**src/flash_seq_pkg.sv**
```systemverilog
// Shared constants and carrier types for the serial flash command sequencer
package flash_seq_pkg;

    localparam int CLK_PERIOD_NS = 10;
    localparam int SUS_LAT_NS = 20000;
    localparam int SUS_LAT_CYC = SUS_LAT_NS / CLK_PERIOD_NS;
    localparam int RESUME_NS = 200;
    localparam int RESUME_CYC = RESUME_NS / CLK_PERIOD_NS;

    localparam logic [7:0] OP_READ = 8'h03;
    localparam logic [7:0] OP_FAST_READ = 8'h0B;
    localparam logic [7:0] OP_READ_DUAL_OUT = 8'h3B;
    localparam logic [7:0] OP_READ_QUAD_OUT = 8'h6B;
    localparam logic [7:0] OP_READ_DUAL_IO = 8'hBB;
    localparam logic [7:0] OP_CHIP_ERASE_A = 8'hC7;
    localparam logic [7:0] OP_CHIP_ERASE_B = 8'h60;
    localparam logic [7:0] OP_SUSPEND = 8'h75;
    localparam logic [7:0] OP_RESUME = 8'h7A;
    localparam logic [7:0] OP_STATUS_WR_1 = 8'h01;
    localparam logic [7:0] OP_STATUS_WR_2 = 8'h31;
    localparam logic [7:0] OP_SECTOR_ERASE = 8'h20;
    localparam logic [7:0] OP_HALF_BLOCK_ERASE = 8'h52;
    localparam logic [7:0] OP_BLOCK_ERASE = 8'hD8;
    localparam logic [7:0] OP_SECURITY_ERASE = 8'h44;
    localparam logic [7:0] OP_PAGE_PROGRAM = 8'h02;
    localparam logic [7:0] OP_QUAD_PROGRAM = 8'h32;
    localparam logic [7:0] OP_SECURITY_PROGRAM = 8'h42;

    localparam logic [7:0] ERASED_BYTE = 8'hFF;
    localparam logic [5:0] OPCODE_CLOCKS = 6'h08;
    localparam logic [5:0] ADDR_CLOCKS_SINGLE = 6'h18;
    localparam logic [5:0] ADDR_CLOCKS_DUAL = 6'h0C;
    localparam logic [5:0] DUMMY_CLOCKS_FAST = 6'h08;
    localparam logic [5:0] MODE_CLOCKS_DUAL_IO = 6'h04;
    localparam int FIFO_DEPTH = 16;
    localparam int SECTOR_W = 12;

    // Busy, write enable latch and suspend flags as seen by status reads
    typedef struct packed {
        logic suspend_flag;
        logic write_enable_latch;
        logic busy;
    } status_s;

    // Block protection setting
    typedef struct packed {
        logic protect_sector_granular;
        logic protect_top_bottom;
        logic protect_level_bit2;
        logic protect_level_bit1;
        logic protect_level_bit0;
    } protect_s;

    typedef enum logic [2:0] {
        PH_OPCODE, PH_ADDR, PH_DUMMY, PH_DATA, PH_TAIL, PH_IGNORE
    } phase_e;

    typedef enum logic [2:0] {
        BG_IDLE, BG_CHIP, BG_RUN, BG_SUSPENDING, BG_SUSPENDED
    } bg_e;

endpackage : flash_seq_pkg

```
**src/flash_seq.sv**
```systemverilog
// Serial flash command sequencer: erase, suspend/resume and read family
`timescale 1ns/10ps

module byte_fifo #(
    parameter int WIDTH = 8,
    parameter int DEPTH = 16
) (
    input wire logic clk,
    input wire logic nrst,
    input wire logic clear,
    input wire logic in_valid,
    output logic in_ready,
    input wire logic [WIDTH-1:0] in_data,
    output logic out_valid,
    input wire logic out_ready,
    output logic [WIDTH-1:0] out_data
);
    localparam int AW = $clog2(DEPTH);
    logic [WIDTH-1:0] mem [DEPTH];
    logic [AW:0] wr_ptr_reg;
    logic [AW:0] rd_ptr_reg;
    wire push = in_valid && in_ready;
    wire pop = out_valid && out_ready;

    assign in_ready = !((wr_ptr_reg[AW] != rd_ptr_reg[AW]) &&
                        (wr_ptr_reg[AW-1:0] == rd_ptr_reg[AW-1:0]));
    assign out_valid = wr_ptr_reg != rd_ptr_reg;
    assign out_data = mem[rd_ptr_reg[AW-1:0]];

    always_ff @(posedge clk) begin
        if (push) begin
            mem[wr_ptr_reg[AW-1:0]] <= in_data;
        end
    end

    always_ff @(posedge clk or negedge nrst) begin
        if (!nrst) begin
            wr_ptr_reg <= '0;
            rd_ptr_reg <= '0;
        end else if (clear) begin
            wr_ptr_reg <= '0;
            rd_ptr_reg <= '0;
        end else begin
            if (push) wr_ptr_reg <= wr_ptr_reg + 1'b1;
            if (pop) rd_ptr_reg <= rd_ptr_reg + 1'b1;
        end
    end
endmodule : byte_fifo

// Notes on behaviour
// - Chip erase writes FFh everywhere; needs latch
// - Opcode C7h/60h, exactly eight clocks, else dropped
// - Busy during chip erase; end clears busy, latch
// - Any protected page blocks chip erase
// - Suspend 75h only for running program/erase
// - Suspend ignored during chip erase
// - Erase suspend refuses status writes, erases
// - Program suspend refuses status writes, programs
// - Other regions allowed; suspended sector refused
// - Suspend flag at once; busy drops after latency
// - Reset leaves suspend state, flag zero
// - Resume 7Ah only when suspended, not busy
// - Resume clears flag at once, busy promptly
// - Read 03h: sample rising, shift falling, MSB
// - Address increments per byte until deselect
// - Reads while busy ignored, no disturbance
// - Fast read adds eight ignored dummy clocks
// - 3Bh sends two bits per clock
// - 6Bh needs quad enable; four bits per clock
// - BBh takes address two bits per clock
module flash_seq #(
    parameter logic [31:0] ARRAY_BYTES = 32'h0100_0000,
    parameter logic [31:0] OP_CYCLES = 32'h0000_9C40
) (
    input wire logic clk,
    input wire logic nrst,
    input wire logic cs_n,
    input wire logic sclk,
    input wire logic [3:0] io_in,
    output logic [3:0] io_out,
    output logic [3:0] io_oe,
    input wire logic quad_enable_bit,
    input wire flash_seq_pkg::protect_s protect,
    input wire logic wel_set,
    input wire logic op_start,
    input wire logic op_program,
    input wire logic [flash_seq_pkg::SECTOR_W-1:0] op_sector,
    output logic op_done,
    input wire logic [7:0] req_opcode,
    input wire logic [flash_seq_pkg::SECTOR_W-1:0] req_sector,
    output logic req_allowed,
    output flash_seq_pkg::status_s status,
    output logic [23:0] mem_rd_addr,
    output logic mem_rd_en,
    input wire logic [7:0] mem_rd_data,
    output logic [23:0] mem_wr_addr,
    output logic mem_wr_en,
    output logic [7:0] mem_wr_data
);
    function automatic logic is_read(input logic [7:0] op);
        return op == flash_seq_pkg::OP_READ || op == flash_seq_pkg::OP_FAST_READ ||
               op == flash_seq_pkg::OP_READ_DUAL_OUT || op == flash_seq_pkg::OP_READ_QUAD_OUT ||
               op == flash_seq_pkg::OP_READ_DUAL_IO;
    endfunction : is_read

    function automatic logic is_erase(input logic [7:0] op);
        return op == flash_seq_pkg::OP_SECTOR_ERASE || op == flash_seq_pkg::OP_HALF_BLOCK_ERASE ||
               op == flash_seq_pkg::OP_BLOCK_ERASE || op == flash_seq_pkg::OP_CHIP_ERASE_A ||
               op == flash_seq_pkg::OP_CHIP_ERASE_B || op == flash_seq_pkg::OP_SECURITY_ERASE;
    endfunction : is_erase

    // Two flops on cs_n, sclk and every io pin before any logic reads them
    logic [5:0] sync1_reg;
    logic [5:0] sync2_reg;
    logic cs_prev_reg;
    logic sclk_prev_reg;
    always_ff @(posedge clk or negedge nrst) begin
        if (!nrst) begin
            sync1_reg <= 6'h01;
            sync2_reg <= 6'h01;
            cs_prev_reg <= 1'b1;
            sclk_prev_reg <= 1'b0;
        end else begin
            sync1_reg <= {io_in, sclk, cs_n};
            sync2_reg <= sync1_reg;
            cs_prev_reg <= sync2_reg[0];
            sclk_prev_reg <= sync2_reg[1];
        end
    end

    wire cs_s = sync2_reg[0];
    wire [3:0] io_s = sync2_reg[5:2];
    wire cs_rise = cs_s && !cs_prev_reg;
    wire sck_rise = !cs_s && sync2_reg[1] && !sclk_prev_reg;
    wire sck_fall = !cs_s && !sync2_reg[1] && sclk_prev_reg;

    flash_seq_pkg::phase_e phase_reg;
    logic [5:0] cnt_reg;
    logic [7:0] opcode_reg;
    logic [23:0] addr_reg;
    logic extra_reg;
    logic [7:0] byte_reg;
    logic [2:0] grp_reg;
    logic [3:0] io_out_reg;
    logic fetch_run_reg;
    logic [23:0] fetch_addr_reg;
    logic rd_pend_reg;
    flash_seq_pkg::bg_e bg_reg;
    logic [31:0] bg_cnt_reg;
    logic [31:0] sus_cnt_reg;
    logic sus_reg;
    logic wel_reg;
    logic erase_kind_reg;
    logic [flash_seq_pkg::SECTOR_W-1:0] sector_reg;

    wire busy = bg_reg == flash_seq_pkg::BG_CHIP || bg_reg == flash_seq_pkg::BG_RUN ||
                bg_reg == flash_seq_pkg::BG_SUSPENDING;
    wire [7:0] opcode_next = {opcode_reg[6:0], io_s[0]};
    wire dual_addr = opcode_reg == flash_seq_pkg::OP_READ_DUAL_IO;
    // Upper line holds the higher address bit
    wire [23:0] addr_next = dual_addr ? {addr_reg[21:0], io_s[1], io_s[0]}
                                      : {addr_reg[22:0], io_s[0]};
    wire [5:0] addr_clocks = dual_addr ? flash_seq_pkg::ADDR_CLOCKS_DUAL
                                       : flash_seq_pkg::ADDR_CLOCKS_SINGLE;
    // 0Bh, 3Bh and 6Bh share eight dummy clocks; BBh has mode clocks
    wire [5:0] dummy_clocks = opcode_reg == flash_seq_pkg::OP_READ ? 6'h00 :
                              dual_addr ? flash_seq_pkg::MODE_CLOCKS_DUAL_IO
                                        : flash_seq_pkg::DUMMY_CLOCKS_FAST;
    wire [1:0] lane_sel = opcode_reg == flash_seq_pkg::OP_READ_QUAD_OUT ? 2'h2 :
                          (opcode_reg == flash_seq_pkg::OP_READ_DUAL_OUT || dual_addr) ? 2'h1
                                                                                      : 2'h0;
    // Read refused while busy, or 6Bh while quad not enabled
    wire read_refused = busy ||
        (opcode_next == flash_seq_pkg::OP_READ_QUAD_OUT && !quad_enable_bit);
    wire addr_last = phase_reg == flash_seq_pkg::PH_ADDR && cnt_reg == addr_clocks - 6'h01;
    wire start_fetch = sck_rise && addr_last;

    // Command needs exactly eight clocks before deselect
    wire cmd_exact = cs_rise && phase_reg == flash_seq_pkg::PH_TAIL && !extra_reg;
    wire is_chip_op = opcode_reg == flash_seq_pkg::OP_CHIP_ERASE_A ||
                      opcode_reg == flash_seq_pkg::OP_CHIP_ERASE_B;
    wire any_protected = protect.protect_level_bit2 || protect.protect_level_bit1 ||
                         protect.protect_level_bit0;
    // Latch set, nothing protected, not busy, not suspended
    wire chip_go = cmd_exact && is_chip_op && wel_reg && !any_protected && !busy && !sus_reg;
    // Only a running sector/block erase or program suspends
    wire susp_go = cmd_exact && opcode_reg == flash_seq_pkg::OP_SUSPEND &&
                   bg_reg == flash_seq_pkg::BG_RUN && !sus_reg;
    wire resume_go = cmd_exact && opcode_reg == flash_seq_pkg::OP_RESUME &&
                     sus_reg && !busy;

    always_ff @(posedge clk or negedge nrst) begin
        if (!nrst) begin
            phase_reg <= flash_seq_pkg::PH_OPCODE;
            cnt_reg <= '0;
            opcode_reg <= '0;
            addr_reg <= '0;
            extra_reg <= 1'b0;
        end else if (cs_s) begin
            phase_reg <= flash_seq_pkg::PH_OPCODE;
            cnt_reg <= '0;
            extra_reg <= 1'b0;
        end else if (sck_rise) begin
            cnt_reg <= cnt_reg + 6'h01;
            unique case (phase_reg)
                flash_seq_pkg::PH_OPCODE: begin
                    opcode_reg <= opcode_next;
                    if (cnt_reg == flash_seq_pkg::OPCODE_CLOCKS - 6'h01) begin
                        cnt_reg <= '0;
                        if (!is_read(opcode_next)) phase_reg <= flash_seq_pkg::PH_TAIL;
                        else if (read_refused) phase_reg <= flash_seq_pkg::PH_IGNORE;
                        else phase_reg <= flash_seq_pkg::PH_ADDR;
                    end
                end
                flash_seq_pkg::PH_ADDR: begin
                    addr_reg <= addr_next;
                    if (addr_last) begin
                        cnt_reg <= '0;
                        phase_reg <= dummy_clocks == 6'h00 ? flash_seq_pkg::PH_DATA
                                                           : flash_seq_pkg::PH_DUMMY;
                    end
                end
                flash_seq_pkg::PH_DUMMY: begin
                    // Input lines not looked at here
                    if (cnt_reg == dummy_clocks - 6'h01) phase_reg <= flash_seq_pkg::PH_DATA;
                end
                flash_seq_pkg::PH_TAIL: extra_reg <= 1'b1;
                flash_seq_pkg::PH_DATA, flash_seq_pkg::PH_IGNORE: cnt_reg <= cnt_reg;
                default: phase_reg <= flash_seq_pkg::PH_IGNORE;
            endcase
        end
    end

    // Prefetch into the FIFO; a full FIFO stalls the fetcher
    logic fifo_in_ready;
    logic fifo_out_valid;
    logic [7:0] fifo_out_data;
    wire data_fall = sck_fall && phase_reg == flash_seq_pkg::PH_DATA;
    wire pop = data_fall && grp_reg == 3'h0;
    wire issue = fetch_run_reg && !rd_pend_reg && fifo_in_ready && !start_fetch;

    byte_fifo #(
        .WIDTH(8),
        .DEPTH(flash_seq_pkg::FIFO_DEPTH)
    ) u_fifo (
        .clk(clk),
        .nrst(nrst),
        .clear(cs_s),
        .in_valid(rd_pend_reg),
        .in_ready(fifo_in_ready),
        .in_data(mem_rd_data),
        .out_valid(fifo_out_valid),
        .out_ready(pop),
        .out_data(fifo_out_data)
    );

    always_ff @(posedge clk or negedge nrst) begin
        if (!nrst) begin
            fetch_run_reg <= 1'b0;
            fetch_addr_reg <= '0;
            rd_pend_reg <= 1'b0;
        end else if (cs_s) begin
            fetch_run_reg <= 1'b0;
            rd_pend_reg <= 1'b0;
        end else begin
            rd_pend_reg <= issue;
            if (start_fetch) begin
                fetch_run_reg <= 1'b1;
                fetch_addr_reg <= addr_next;
            end else if (issue) begin
                fetch_addr_reg <= fetch_addr_reg + 24'h000001;
            end
        end
    end

    assign mem_rd_en = issue;
    assign mem_rd_addr = fetch_addr_reg;

    // Output shifter: one group per falling edge, MSB first
    wire [7:0] load_byte = fifo_out_valid ? fifo_out_data : flash_seq_pkg::ERASED_BYTE;
    wire [7:0] cur_byte = pop ? load_byte : byte_reg;
    wire [3:0] group = lane_sel == 2'h2 ? cur_byte[7:4] :
                       lane_sel == 2'h1 ? {2'h0, cur_byte[7:6]} : {2'h0, cur_byte[7], 1'b0};
    wire [7:0] shifted = lane_sel == 2'h2 ? {cur_byte[3:0], 4'h0} :
                         lane_sel == 2'h1 ? {cur_byte[5:0], 2'h0} : {cur_byte[6:0], 1'b0};
    wire [2:0] grp_count = lane_sel == 2'h2 ? 3'h1 : lane_sel == 2'h1 ? 3'h3 : 3'h7;
    wire [2:0] grp_after = pop ? grp_count : grp_reg - 3'h1;

    always_ff @(posedge clk or negedge nrst) begin
        if (!nrst) begin
            byte_reg <= '0;
            grp_reg <= '0;
            io_out_reg <= '0;
        end else if (cs_s) begin
            grp_reg <= '0;
        end else if (data_fall) begin
            byte_reg <= shifted;
            io_out_reg <= group;
            grp_reg <= grp_after;
        end
    end

    // Lines driven only in the data phase, after host turnaround
    wire in_data = phase_reg == flash_seq_pkg::PH_DATA && !cs_s;
    assign io_out = io_out_reg;
    assign io_oe = !in_data ? 4'h0 :
                   lane_sel == 2'h2 ? 4'hF :
                   lane_sel == 2'h1 ? 4'h3 : 4'h2;

    // Background operation engine
    wire bg_finish = (bg_reg == flash_seq_pkg::BG_CHIP && bg_cnt_reg == ARRAY_BYTES - 32'h1) ||
                     (bg_reg == flash_seq_pkg::BG_RUN && bg_cnt_reg == OP_CYCLES - 32'h1);
    wire ext_go = op_start && bg_reg == flash_seq_pkg::BG_IDLE && !sus_reg && !chip_go;

    always_ff @(posedge clk or negedge nrst) begin
        if (!nrst) begin
            bg_reg <= flash_seq_pkg::BG_IDLE;
            bg_cnt_reg <= '0;
            sus_cnt_reg <= '0;
            erase_kind_reg <= 1'b0;
            sector_reg <= '0;
        end else begin
            unique case (bg_reg)
                flash_seq_pkg::BG_IDLE: begin
                    bg_cnt_reg <= '0;
                    if (chip_go) bg_reg <= flash_seq_pkg::BG_CHIP;
                    else if (ext_go) begin
                        bg_reg <= flash_seq_pkg::BG_RUN;
                        erase_kind_reg <= !op_program;
                        sector_reg <= op_sector;
                    end
                end
                flash_seq_pkg::BG_CHIP: begin
                    // Suspend never touches this state
                    bg_cnt_reg <= bg_cnt_reg + 32'h1;
                    if (bg_finish) bg_reg <= flash_seq_pkg::BG_IDLE;
                end
                flash_seq_pkg::BG_RUN: begin
                    bg_cnt_reg <= bg_cnt_reg + 32'h1;
                    sus_cnt_reg <= '0;
                    if (bg_finish) bg_reg <= flash_seq_pkg::BG_IDLE;
                    else if (susp_go) bg_reg <= flash_seq_pkg::BG_SUSPENDING;
                end
                flash_seq_pkg::BG_SUSPENDING: begin
                    // Progress held; busy drops when latency ends
                    sus_cnt_reg <= sus_cnt_reg + 32'h1;
                    if (sus_cnt_reg == 32'(flash_seq_pkg::SUS_LAT_CYC) - 32'h1) begin
                        bg_reg <= flash_seq_pkg::BG_SUSPENDED;
                    end
                end
                flash_seq_pkg::BG_SUSPENDED: begin
                    // Busy back well inside the resume window
                    if (resume_go) bg_reg <= flash_seq_pkg::BG_RUN;
                end
                default: bg_reg <= flash_seq_pkg::BG_IDLE;
            endcase
        end
    end

    // Flags: hardware set wins over a same-cycle clear
    always_ff @(posedge clk or negedge nrst) begin
        if (!nrst) begin
            sus_reg <= 1'b0;
            wel_reg <= 1'b0;
        end else begin
            if (susp_go) sus_reg <= 1'b1;
            else if (resume_go) sus_reg <= 1'b0;
            if (wel_set) wel_reg <= 1'b1;
            else if (bg_finish) wel_reg <= 1'b0;
        end
    end

    // Erase walk writes the erased value to every byte
    assign mem_wr_en = bg_reg == flash_seq_pkg::BG_CHIP;
    assign mem_wr_addr = bg_cnt_reg[23:0];
    assign mem_wr_data = flash_seq_pkg::ERASED_BYTE;
    assign op_done = bg_finish && bg_reg == flash_seq_pkg::BG_RUN;

    // Gate for commands handled elsewhere while suspended
    wire req_status = req_opcode == flash_seq_pkg::OP_STATUS_WR_1 ||
                      req_opcode == flash_seq_pkg::OP_STATUS_WR_2;
    wire req_prog = req_opcode == flash_seq_pkg::OP_PAGE_PROGRAM ||
                    req_opcode == flash_seq_pkg::OP_QUAD_PROGRAM ||
                    req_opcode == flash_seq_pkg::OP_SECURITY_PROGRAM;
    wire req_erase = is_erase(req_opcode);
    wire erase_susp = sus_reg && erase_kind_reg;
    wire prog_susp = sus_reg && !erase_kind_reg;
    assign req_allowed = !(erase_susp && (req_status || req_erase)) &&
                         !(prog_susp && (req_status || req_prog)) &&
                         !(sus_reg && (req_prog || req_erase) && req_sector == sector_reg);

    assign status = {sus_reg, wel_reg, busy};
endmodule : flash_seq

```
**config.mk**
```make
export PLATFORM = sky130hd
export DESIGN_NAME = flash_seq
export DESIGN_NICKNAME = d
export VERILOG_FILES = /design/src/flash_seq_pkg.sv /design/src/flash_seq.sv
export SDC_FILE = /design/constraint.sdc
export NUM_CORES = 1
export LEC_CHECK = 0
export BUFFER_PORTS_ARGS = -buffer_cell sky130_fd_sc_hd__buf_4
export CAP_MARGIN = 10
export CORE_MARGIN = 4
export CORE_UTILIZATION = 45
export CTS_BUF_LIST = sky130_fd_sc_hd__clkbuf_4
export DETAILED_ROUTE_END_ITERATION = 6
export GPL_TIMING_DRIVEN = 0
export HOLD_SLACK_MARGIN = 0.05
export PLACE_DENSITY = 0.72
export SETUP_SLACK_MARGIN = 0.2
export SLEW_MARGIN = 10
export SYNTH_ARGS = -nofsm -noshare
export SYNTH_HDL_FRONTEND = slang
export SYNTH_SLANG_ARGS = --single-unit
```
**constraint.sdc**
```tcl
create_clock -name clk -period 4.4 [get_ports clk]
set_input_delay 0 -clock clk [delete_from_list [all_inputs] [get_ports clk]]
set_output_delay 0 -clock clk [all_outputs]
set_load 0.005 [all_outputs]
```
## Yosys cells after proc, flatten, opt, wreduce, memory -nomap -nowiden

Memory sizes are Yosys's and may differ from the RTL's.
Cells that the tools add are included.

| word-level totals | value |
|---|---|
| memories kept | 1 |
| bits in latches | 0 |
| logic and storage cells | 265 |
| register bits after elaboration | 184 |
| output and inout port bits | 71 |
| input bits | 57 |
| bits in read-only memories | 0 |
| memory bits (writable) | 128 |

Memory list:

| name | depth | width | rd ports | clocked after memory_dff | wr ports | RTL line | text |
|---|---|---|---|---|---|---|---|
| u_fifo.mem | 16 | 8 | 1 | 0 | 1 | flash_seq.sv:19 | `logic [WIDTH-1:0] mem [DEPTH];` |

| operators by class | value |
|---|---|
| equal/unequal tests | 55 |
| order comparisons | 0 |
| div/mod/pow operators | 0 |
| shift operators | 0 |
| bitwise operators | 2 |
| $add $sub $neg | 9 |
| multipliers | 0 |
| reduce and logical (&&, ||, !) cells | 112 |
| mux-type cells | 62 |

Operators by type and width:

| kind | number |
|---|---|
| case mux 32 bit (2 select lines) | 2 |
| == test 8 x 7 -> 1 bit, second input constant | 9 |
| 2-to-1 mux 24 bit | 3 |
| adder 32 x 1 -> 32 bit, second input constant | 2 |
| 2-to-1 mux 3 bit | 19 |
| logical AND 1 bit | 44 |
| == test 8 x 6 -> 1 bit, second input constant | 5 |
| == test 8 bit, second input constant | 5 |
| == test 32 x 11 -> 1 bit, second input constant | 1 |
| == test 32 x 16 -> 1 bit, second input constant | 1 |
| == test 32 x 24 -> 1 bit, second input constant | 1 |
| 2-to-1 mux 8 bit | 4 |
| 2-to-1 mux 5 bit | 5 |
| adder 24 x 1 -> 24 bit, second input constant | 1 |
| == test 8 x 2 -> 1 bit, second input constant | 3 |
| 2-to-1 mux 6 bit | 4 |
| logical OR 1 bit | 23 |
| nonzero test 2 bit | 11 |
| 2-to-1 mux 4 bit | 5 |
| logical NOT 1 bit | 18 |
| case mux 6 bit (3 select lines) | 1 |
| 2-to-1 mux 1 bit | 16 |
| != test 3 bit, second input constant | 5 |
| case mux 3 bit (5 select lines) | 1 |
| other kinds (30) | 51 |

## Longest topological paths before layout

Gate-level depths: netlist of run 1.

| depth | value |
|---|---|
| depth after elaboration | 14 |
| gate-level depth with buffers | 10 |
| mapped depth without buffers | 9 |

## Hierarchy

From an unflattened synthesis of run 1, not the netlist that was laid out.

| unflattened totals | value |
|---|---|
| cell total of the unflattened synthesis | 1280 |
| area total of the unflattened synthesis | 15172.1 sq um |

Modules (own cells, without submodules):

| module | cells each | times used | seq. area each (sq um) | area each (sq um) |
|---|---|---|---|---|
| flash_seq | 1008 | 1 | 4332.9 | 9534.1 |
| byte_fifo | 272 | 1 | 4093.9 | 5637.9 |

## Worst setup path after synthesis of run 1

OpenSTA, ideal clock, no wires.

| timing path | value |
|---|---|
| path kind | reg2reg |
| start | register opcode_reg[4] |
| end | register phase_reg[0] |
| path slack | 1.381 ns |
| data required time | 4.306 ns |
| library setup time | 0.094 ns |
| data arrival time | 2.925 ns |
| cell stages (with the launch flop) | 11 |
| path buffers | 1 |
| clock period less this slack | 3.019 ns |
| cell sequence | dfrtp_1 > clkbuf_1 > or4_1 > a2111oi_0 > ha_1 > xnor2_1 > nor4b_1 > o211ai_1 > a22oi_1 > a21oi_1 > a211oi_1 |

| between the ends | value |
|---|---|
| cells in the longest elaborated chain, start to end | 10 |
| elaborated cells between the ends (all ways) | 30 |
| classes of those cells | add/sub: 2; eq/ne: 11; mux: 10; reduce/logical: 7 |

Ends and longest elaborated chain:

| what | RTL line | text |
|---|---|---|
| start, declared | flash_seq.sv:139 | `logic [7:0] opcode_reg;` |
| start signal, assigned | flash_seq.sv:207 | `opcode_reg <= opcode_next;` |
| branches (longest 10 deep; another with subtractor 4 x 1 -> 5 bit) | -- |  |
| end signal, assigned | flash_seq.sv:200 | `phase_reg <= flash_seq_pkg::PH_OPCODE;` |
| end signal, assigned | flash_seq.sv:210 | `if (!is_read(opcode_next)) phase_reg <= flash_seq_pkg::PH_TAIL;` |
| end signal, assigned | flash_seq.sv:211 | `else if (read_refused) phase_reg <= flash_seq_pkg::PH_IGNORE;` |
| end, declared | flash_seq.sv:137 | `flash_seq_pkg::phase_e phase_reg;` |

Parallel ways; which one is timed is not known. The select of a mux whose other input is x is not followed.
A chain may end at the register's enable or synchronous reset.

## Worst setup path after layout of run 1

| timing path | value |
|---|---|
| start | register bg_reg[0] |
| end | register bg_reg[0] |

| between the ends | value |
|---|---|
| cells in the longest elaborated chain, start to end | 10 |
| elaborated cells between the ends (all ways) | 29 |
| classes of those cells | eq/ne: 9; mux: 3; reduce/logical: 17 |

Ends and longest elaborated chain:

| what | RTL line | text |
|---|---|---|
| start, declared | flash_seq.sv:148 | `flash_seq_pkg::bg_e bg_reg;` |
| start signal, assigned | flash_seq.sv:317 | `bg_reg <= flash_seq_pkg::BG_IDLE;` |
| start signal, assigned | flash_seq.sv:326 | `if (chip_go) bg_reg <= flash_seq_pkg::BG_CHIP;` |
| start signal, assigned | flash_seq.sv:328 | `bg_reg <= flash_seq_pkg::BG_RUN;` |
| == test 3 x 1 -> 1 bit / == test 3 x 2 -> 1 bit (equally long branches) | -- |  |
| logical OR 1 bit (2 in series) | flash_seq.sv:156 | `wire busy = bg_reg == flash_seq_pkg::BG_CHIP \|\| bg_reg == flash_seq_pkg::BG_RUN \|\|` |
| logical NOT 1 bit | flash_seq.sv:185, flash_seq.sv:190 |  |
| logical AND 1 bit (2 in series) | flash_seq.sv:185 | `wire chip_go = cmd_exact && is_chip_op && wel_reg && !any_protected && !busy && !sus_reg;` |
| logical NOT 1 bit | flash_seq.sv:313 | `wire ext_go = op_start && bg_reg == flash_seq_pkg::BG_IDLE && !sus_reg && !chip_go;` |
| logical AND 1 bit | flash_seq.sv:313 |  |
| != test 3 bit (no line) | -- |  |
| AND reduction 5 bit (no line) | -- |  |

Several ways; a longest one is shown, not always the timed one.

==> run summary, run 1 <==
=====================================================================================
Worst flop-to-flop path endpoint                                         bg_reg[0]$_DFFE_PN0P_
# fillers                                                                        2878
FF+latch count, synth                                                             311
Cell breakdown of the critical path                                      clkbuf_1 -> nor3b_2 -> nand4_1 -> nor3_1 -> o21ai_0 -> a221o_1 -> dlygate4sd3_1 -> a22oi_1 -> dlygate4sd3_1
Die width                                                                      193 um
Number of nets in the finished design                                            1688
Num ports                                                                         128
Standard cell with the maximum stage delay on the critical path          dlygate4sd3_1
Fraction of power spent switching nets                                          0.285
Clock tree from TritonCTS                                                         yes
Global-route congestion overflow total                                              0
Flip-flop count of the largest register, all copies and words added               128
Total of endpoints with negative setup slack in the final report                    0
Top flip-flop cell by instance count after synthesis                          dfrtp_1
Final Wtd Congestion                                                            0.858
Number of different library cells in the post-synthesis netlist                    88
Maximum cell stage delay along the critical path                               580 ps
Hold Path Class                                                          primary input to flip-flop
H-tree levels                                                                       3
Smallest setup slack after layout                                              755 ps
Cell taking the most area after synthesis                                     dfrtp_1
Largest net degree at the start of global routing                                 102
Top cell type's share of synthesized area                                       0.293
Source of the worst register-to-register timing path                     bg_reg[0]$_DFFE_PN0P_
Total die area                                                              37100 um2
Final hold vios                                                                     0
Hold Path Depth                                                                     2
Sum of negative setup slack                                                      0 ps
Worst-path fanout max                                                               8
Final critical-path required period                                           3650 ps
Kind of capture point of the worst setup path                               flip-flop
Clock-pin slew of the registers on the worst-case setup and hold paths          70 ps
Number of flops mapped to enable cells by yosys                                   128
Reg2Reg Setup Slack                                                            750 ps
Post-route fraction of the period consumed by the critical path                 0.828
Syn_area_per_cell                                                            11.5 um2
Startpoint class of the critical path                                       flip-flop
Fraction of power consumed by combinational cells                               0.170
Overall power after layout                                                    7.12 mW
Peak ir drop on the vdd network                                            0.000283 V
Setup CP Type                                                            flip-flop to flip-flop
Part of the total power dissipated in the clock network                         0.372
Fraction of final layout cells with drive strength greater than 1               0.229
FMAX                                                                          274 MHz
Post-route ant nets                                                                 0
Post-Route Skew                                                               29.5 ps
Pre-CTS setup slack                                                            762 ps
Total GRT Usage                                                                 0.199
Arrival time of the worst setup path                                          4310 ps
Ranking of synthesized cells by area                                     dfrtp_1 29%, edfxtp_1 25%, mux2i_1 5.4%, mux4_2 3.2%, nand2_1 2.5%
Post-DR vias/cell                                                                5.52
Number of buffer cells added on primary ports                                     115
Floorplan core area                                                         33600 um2
Number of sinks driven by the clock tree                                          311
Transition time at the pin with the least slew margin                          901 ps
Gate count after technology mapping                                              1335
Data required time of the worst path                                          5070 ps
Post-DP HPWL                                                                 25200 um
Clock Path Buffers                                                                  3
Die Height                                                                     193 um
Post-CTS Resized                                                                    0
Placement row count                                                                67
Count of synthesis-stage warnings from yosys                                        0
Cell types with the highest counts after synthesis                       180 x dfrtp_1, 128 x edfxtp_1, 104 x nand2_1, 94 x nor2_1, 83 x mux2i_1
Proportion of synthesized chip area in sequential cells                         0.549
Detailed-route via count                                                        11700
Detailed-route wire length per cell                                           17.4 um
Psw                                                                           2.03 mW
Synth-to-layout area growth                                                     21.8%
Area post-placement                                                         16900 um2
Vias in the first global route                                                  11700
Clock buffer count from CTS                                                        85
Number of maximum-capacitance violations                                            0
Count of final max-slew check failures                                              0
Leakage Power                                                                 7.85 nW
Unrepaired setup endpoints after global routing                                 false
Cell with the most instances after synthesis                                  dfrtp_1
Starting DRC count in detailed routing                                            916
Design internal power                                                         5.10 mW
Outcome                                                                  finished clean
Sequential share of power                                                       0.458
Critical path's most frequent cell                                       dlygate4sd3_1
Initial Utilization                                                             0.457
Max-slew headroom                                                               0.383
Detailed Route WL                                                            37000 um
Worst hold path endpoint                                                 u_fifo.mem[15][6]$_DFFE_PP_
Clock insertion delay at the later pin of the skew report                      730 ps
Mapped Area                                                                 15400 um2
Proportion of synthesized flip-flops having asynchronous set or reset           0.588
Worst Min Path Start                                                     mem_rd_data[6]
Total non-filler cell area in the finished layout                           18700 um2
Number of antenna violations at the first check in global routing                   1
Number of design rule violations left after detail routing                          0
Cell Pwr Density                                                           381 nW/um2
Detailed-router iteration count before antenna repair                               5
Wire length of the first global-routing pass                                 59600 um
Register-to-Register Path Depth                                                     9
Root buf cell                                                                clkbuf_4
=====================================================================================
logic make-up after synthesis:
logic type,Yosys count,synth area share
compound gates,228,0.0951
xor+xnor,63,0.0359
fa+ha+maj,13,0.0106
buf+inv,120,0.0411
flops,311,0.549
mux,128,0.103
other cells,1,0.000244
simple gates,471,0.165
per-stage QoR:
step	utilization	hold WS, ps	std cells
3_5_place_dp	0.503	42.9	1910
2_1_floorplan	-	-296	1342
6_report	0.557	133	2128
5_1_grt	0.557	83.7	2128
4_1_cts	0.556	57.9	2127
3_3_place_gp	0.500	111	1905
worst max-delay path by stage:
| stage | start | endpoint | slack (ps) | depth (start not counted) |
|---|---|---|---|---|
| after floorplan | opcode_reg[4]$_DFFE_PN0P_ | phase_reg[0]$_DFFE_PN0P_ | 1380 | 10 |
| after global placement | u_fifo.rd_ptr_reg[0]$_DFFE_PN0P_ | u_fifo.mem[0][2]$_DFFE_PP_ | 850 | 7 |
| after detailed placement | opcode_reg[4]$_DFFE_PN0P_ | phase_reg[0]$_DFFE_PN0P_ | 760 | 10 |
| after CTS | opcode_reg[4]$_DFFE_PN0P_ | phase_reg[0]$_DFFE_PN0P_ | 740 | 10 |
| after global routing | opcode_reg[4]$_DFFE_PN0P_ | phase_reg[0]$_DFFE_PN0P_ | 440 | 10 |
| final | bg_reg[0]$_DFFE_PN0P_ | bg_reg[0]$_DFFE_PN0P_ | 750 | 9 |
area by class of cell:
type                    instances  area (um2)  share of cell area
diodes                          1        2.50            0.000134
clock inverters                26         183             0.00976
clock buffers                 122         916              0.0490
well taps                     448         561              0.0300
repair buffers                189        1640              0.0875
plain buffers                  95         538              0.0288
flip-flops and latches        311        8430               0.450
multi-input cells             911        6350               0.339
inverters                      25        93.8             0.00502
timing repair:
item                                   in CTS  in global routing
hold buffers                               69                  0
endpoints found under the hold margin     329                  0
setup buffers                               0                  0
worst max-delay path, delay by kind of cell (launching register included):
kind / cells / cell delay [ps]
buf+inv: 3 / 1350
simple gates: 3 / 1020
flops: 1 / 360
compound gates: 3 / 850
power by group through the flow:
stage                     Clock [mW]  Sequential (mW)  Combinational, mW
final                           2.65             3.26               1.21
after global routing            2.90             3.28               1.34
after CTS                       2.72             3.26               1.21
after detailed placement           0             3.32               1.06
after global placement             0             3.31               1.04
after floorplan                    0             3.29              0.713
cell usage in the layout, fill, tap and decap left out, types with 25 or more instances in the layout:
master / instances
nand4_1: 27
buf_4: 160
dlygate4sd3_1: 68
edfxtp_1: 128
a21oi_1: 55
nand2_1: 104
xnor2_1: 26
clkbuf_4: 122
dfrtp_1: 180
xor2_1: 37
nand3_1: 63
nor2_1: 94
nor3_1: 25
mux2i_1: 83
clkbuf_1: 36
o21ai_0: 69
routing by layer:
metal	vias up	part of all wire	track usage
met5	-	0	0
met3	77	0.064	0.0407
met1	5706	0.43	0.264
li1	5558	-	-
met2	396	0.48	0.328
met4	0	0.023	0.0642
No activity file was read; power rests on OpenSTA's default activity.
==> inputs of run 2 (changes only) <==
--- a/config.mk
+++ b/config.mk
@@ -13,7 +13,7 @@
 export DETAILED_ROUTE_END_ITERATION = 6
 export GPL_TIMING_DRIVEN = 0
 export HOLD_SLACK_MARGIN = 0.05
-export PLACE_DENSITY = 0.72
+export PLACE_DENSITY = 0.74
 export SETUP_SLACK_MARGIN = 0.2
 export SLEW_MARGIN = 10
 export SYNTH_ARGS = -nofsm -noshare
==> constraint.sdc (replaced) <==
create_clock -name clk -period 3 [get_ports clk]
set_input_delay 0 -clock clk [delete_from_list [all_inputs] [get_ports clk]]
set_output_delay 0 -clock clk [all_outputs]
set_load 0.005 [all_outputs]
==> run 2 against run 1 <==
Compared with the run above:
- core utilization up 0.060 points
- final area up 0.11%
- combinational power up 45%
- critical path type unchanged
- clock skew up 16 ps
- sequential power up 47%
==> run summary, run 2 (synthesis results as in run 1) <==
=====================================================================================
Outcome                                                                  finished clean
Largest net degree at the start of global routing                                  99   -2.9%
Total GRT Usage                                                                 0.200   +0.00132
Clock Path Buffers                                                                  3   unchanged
Hold Path Class                                                          primary input to flip-flop
Number of maximum-capacitance violations                                            0   unchanged
Startpoint class of the critical path                                       flip-flop
Arrival time of the worst setup path                                          3520 ps   -790 ps
Largest delay share family, worst path                                   compound AO/OA/AOI/OAI gates
Worst Min Path Start                                                     mem_rd_data[5]
Fraction of final layout cells with drive strength greater than 1               0.241   +0.0127
Number of design rule violations left after detail routing                          0   unchanged
Count of final max-slew check failures                                              0   unchanged
Detailed-route wire length per cell                                           17.4 um   +0.27%
Setup CP Type                                                            flip-flop to flip-flop
Clock insertion delay at the later pin of the skew report                      730 ps   about the same
Standard cell with the maximum stage delay on the critical path                 or4_4
Flip-flop count of the largest register, all copies and words added               128   unchanged
Register-to-Register Path Depth                                                    11   +2
Total die area                                                              37100 um2   unchanged
Maximum cell stage delay along the critical path                               480 ps   -100 ps
FMAX                                                                          343 MHz   +25%
Worst-path fanout max                                                               3   -5
Worst hold path endpoint                                                 u_fifo.mem[1][5]$_DFFE_PP_
Transition time at the pin with the least slew margin                          874 ps   -27.1 ps
Commonest cells after routing, fill and taps aside                       179 x dfrtp_1, 178 x buf_4, 128 x edfxtp_1, 120 x clkbuf_4, 104 x nand2_1
Source of the worst register-to-register timing path                     opcode_reg[5]$_DFFE_PN0P_
Initial Utilization                                                             0.457   unchanged
Final hold vios                                                                     0   unchanged
Wire length of the first global-routing pass                                 59800 um   +0.25%
Synth-to-layout area growth                                                     21.9%
Clock tree from TritonCTS                                                         yes
Post-route fraction of the period consumed by the critical path                 0.972   +0.143
Worst flop-to-flop path endpoint                                         phase_reg[2]$_DFFE_PN0P_
Number of nets in the finished design                                            1689   +0.059%
Final critical-path required period                                           2920 ps   -730 ps
Post-DR vias/cell                                                                5.49   -0.45%
Number of buffer cells added on primary ports                                     115   unchanged
Total non-filler cell area in the finished layout                           18700 um2   +0.11%
Cell breakdown of the critical path                                      clkbuf_8 -> or4_4 -> a2111oi_4 -> ha_1 -> xnor2_1 -> nor4b_2 -> o211ai_1 -> a22oi_2 -> buf_4 -> nor2_1 -> a211oi_1
Leading cell type in the layout, fill and taps excluded                       dfrtp_1
Post-Route Skew                                                               45.3 ps   +15.8 ps
Global-route congestion overflow total                                              0   unchanged
H-tree levels                                                                       3   unchanged
Starting DRC count in detailed routing                                            869   -5.1%
Die Height                                                                     193 um   unchanged
Max-slew headroom                                                               0.417   +0.0336
Kind of capture point of the worst setup path                               flip-flop
Detailed-router iteration count before antenna repair                               7   +2
Peak ir drop on the vdd network                                            0.000323 V   +14%
Total of endpoints with negative setup slack in the final report                    0   unchanged
Final Wtd Congestion                                                            0.912   +6.3%
Hold Path Depth                                                                     2   unchanged
Unrepaired setup endpoints after global routing                                  true
Vias in the first global route                                                  11800   +0.92%
Number of sinks driven by the clock tree                                          311   unchanged
Floorplan core area                                                         33600 um2   unchanged
Data required time of the worst path                                          3600 ps   -1470 ps
# fillers                                                                        2839   -1.4%
Detailed-route via count                                                        11700   -0.31%
Post-route ant nets                                                                 0   unchanged
Number of antenna violations at the first check in global routing                   1   unchanged
Clock-pin slew of the registers on the worst-case setup and hold paths          70 ps   about the same
Root buf cell                                                                clkbuf_4
Detailed Route WL                                                            37100 um   +0.42%
Leakage Power                                                                 7.87 nW   +0.33%
Fin util                                                                        0.557   +0.000596
Post-DP HPWL                                                                 25100 um   -0.39%
Num ports                                                                         128   unchanged
Die width                                                                      193 um   unchanged
Reg2Reg Setup Slack                                                             80 ps   -670 ps
Cell Pwr Density                                                           546 nW/um2   +43%
Area post-placement                                                         16900 um2   +0.17%
Clock buffer count from CTS                                                        84   -1.2%
Buf+Inv Stages, Crit Path                                                           2   -1
Placement row count                                                                67   unchanged
=====================================================================================
-- run 2: cell types whose count changed in the layout (fill, tap and decap cells not counted), moves of 2 or more --
cell,change
buf_4,+18
dlygate4sd3_1,-16
clkinv_1,+9
clkinv_2,-4
clkbuf_1,-3
inv_6,-3
buf_6,+2
clkbuf_4,-2
clkbuf_8,+2
nor4_1,-2
nor4_4,+2
-- run 2: layout make-up --
type / count / area (um2) / area share
flip-flops and latches: 311 / 8430 / 0.450
multi-input cells: 911 / 6420 / 0.343
repair buffers: 191 / 1600 / 0.0852
clock buffers: 119 / 893 / 0.0477
plain buffers: 95 / 569 / 0.0304
well taps: 448 / 561 / 0.0299
clock inverters: 30 / 163 / 0.00869
inverters: 25 / 93.8 / 0.00501
diodes: 1 / 2.50 / 0.000134
-- run 2: how the worst max path moves through the flow --
stage                            endpoint                              from  depth (start not counted)
6_report         phase_reg[2]$_DFFE_PN0P_         opcode_reg[5]$_DFFE_PN0P_                         11
5_1_grt          phase_reg[2]$_DFFE_PN0P_         opcode_reg[5]$_DFFE_PN0P_                         11
4_1_cts          phase_reg[2]$_DFFE_PN0P_         opcode_reg[3]$_DFFE_PN0P_                         11
3_5_place_dp     phase_reg[0]$_DFFE_PN0P_         opcode_reg[5]$_DFFE_PN0P_                         10
3_3_place_gp   u_fifo.mem[0][4]$_DFFE_PP_  u_fifo.rd_ptr_reg[0]$_DFFE_PN0P_                          7
2_1_floorplan    phase_reg[0]$_DFFE_PN0P_         opcode_reg[4]$_DFFE_PN0P_                         10
-- run 2: timing repair --
item                                    in CTS  in global routing
hold buffers                                52                  0
setup buffers                               11                  8
pin swaps                                    3                  5
endpoints found under the setup margin       4                 15
hold endpoints to repair                   329                  0
gates resized for setup                      9                 12
-- run 2: routing by layer --
metal  track usage  routed length [um]  vias up
met5             0                   0        -
met4        0.0771                 855        0
met3        0.0373                1980       73
met2         0.326               17900      354
met1         0.268               16400     5720
li1              -                   -     5554
-- run 2: metrics by stage --
step / instances / setup TNS [ps] / hold WS [ps] / worst slack, ps / total power [mW]
global placement: 1905 / -17230 / 111 / -614 / 6.40
detailed placement: 1910 / -62.5 / 104 / -62.5 / 6.45
floorplan: 1342 / 0 / -296 / 222 / 5.90
CTS: 2122 / 0 / 53.3 / 88.2 / 10.3
global route: 2131 / -42.7 / 70.2 / -24.1 / 10.8
finish: 2131 / 0 / 112 / 84.8 / 10.2
-- run 2: power breakdown --
group | switching (mW) | internal (mW)
Clock | 1.77 | 1.93
Sequential | 0.160 | 4.63
Combinational | 1.01 | 0.741
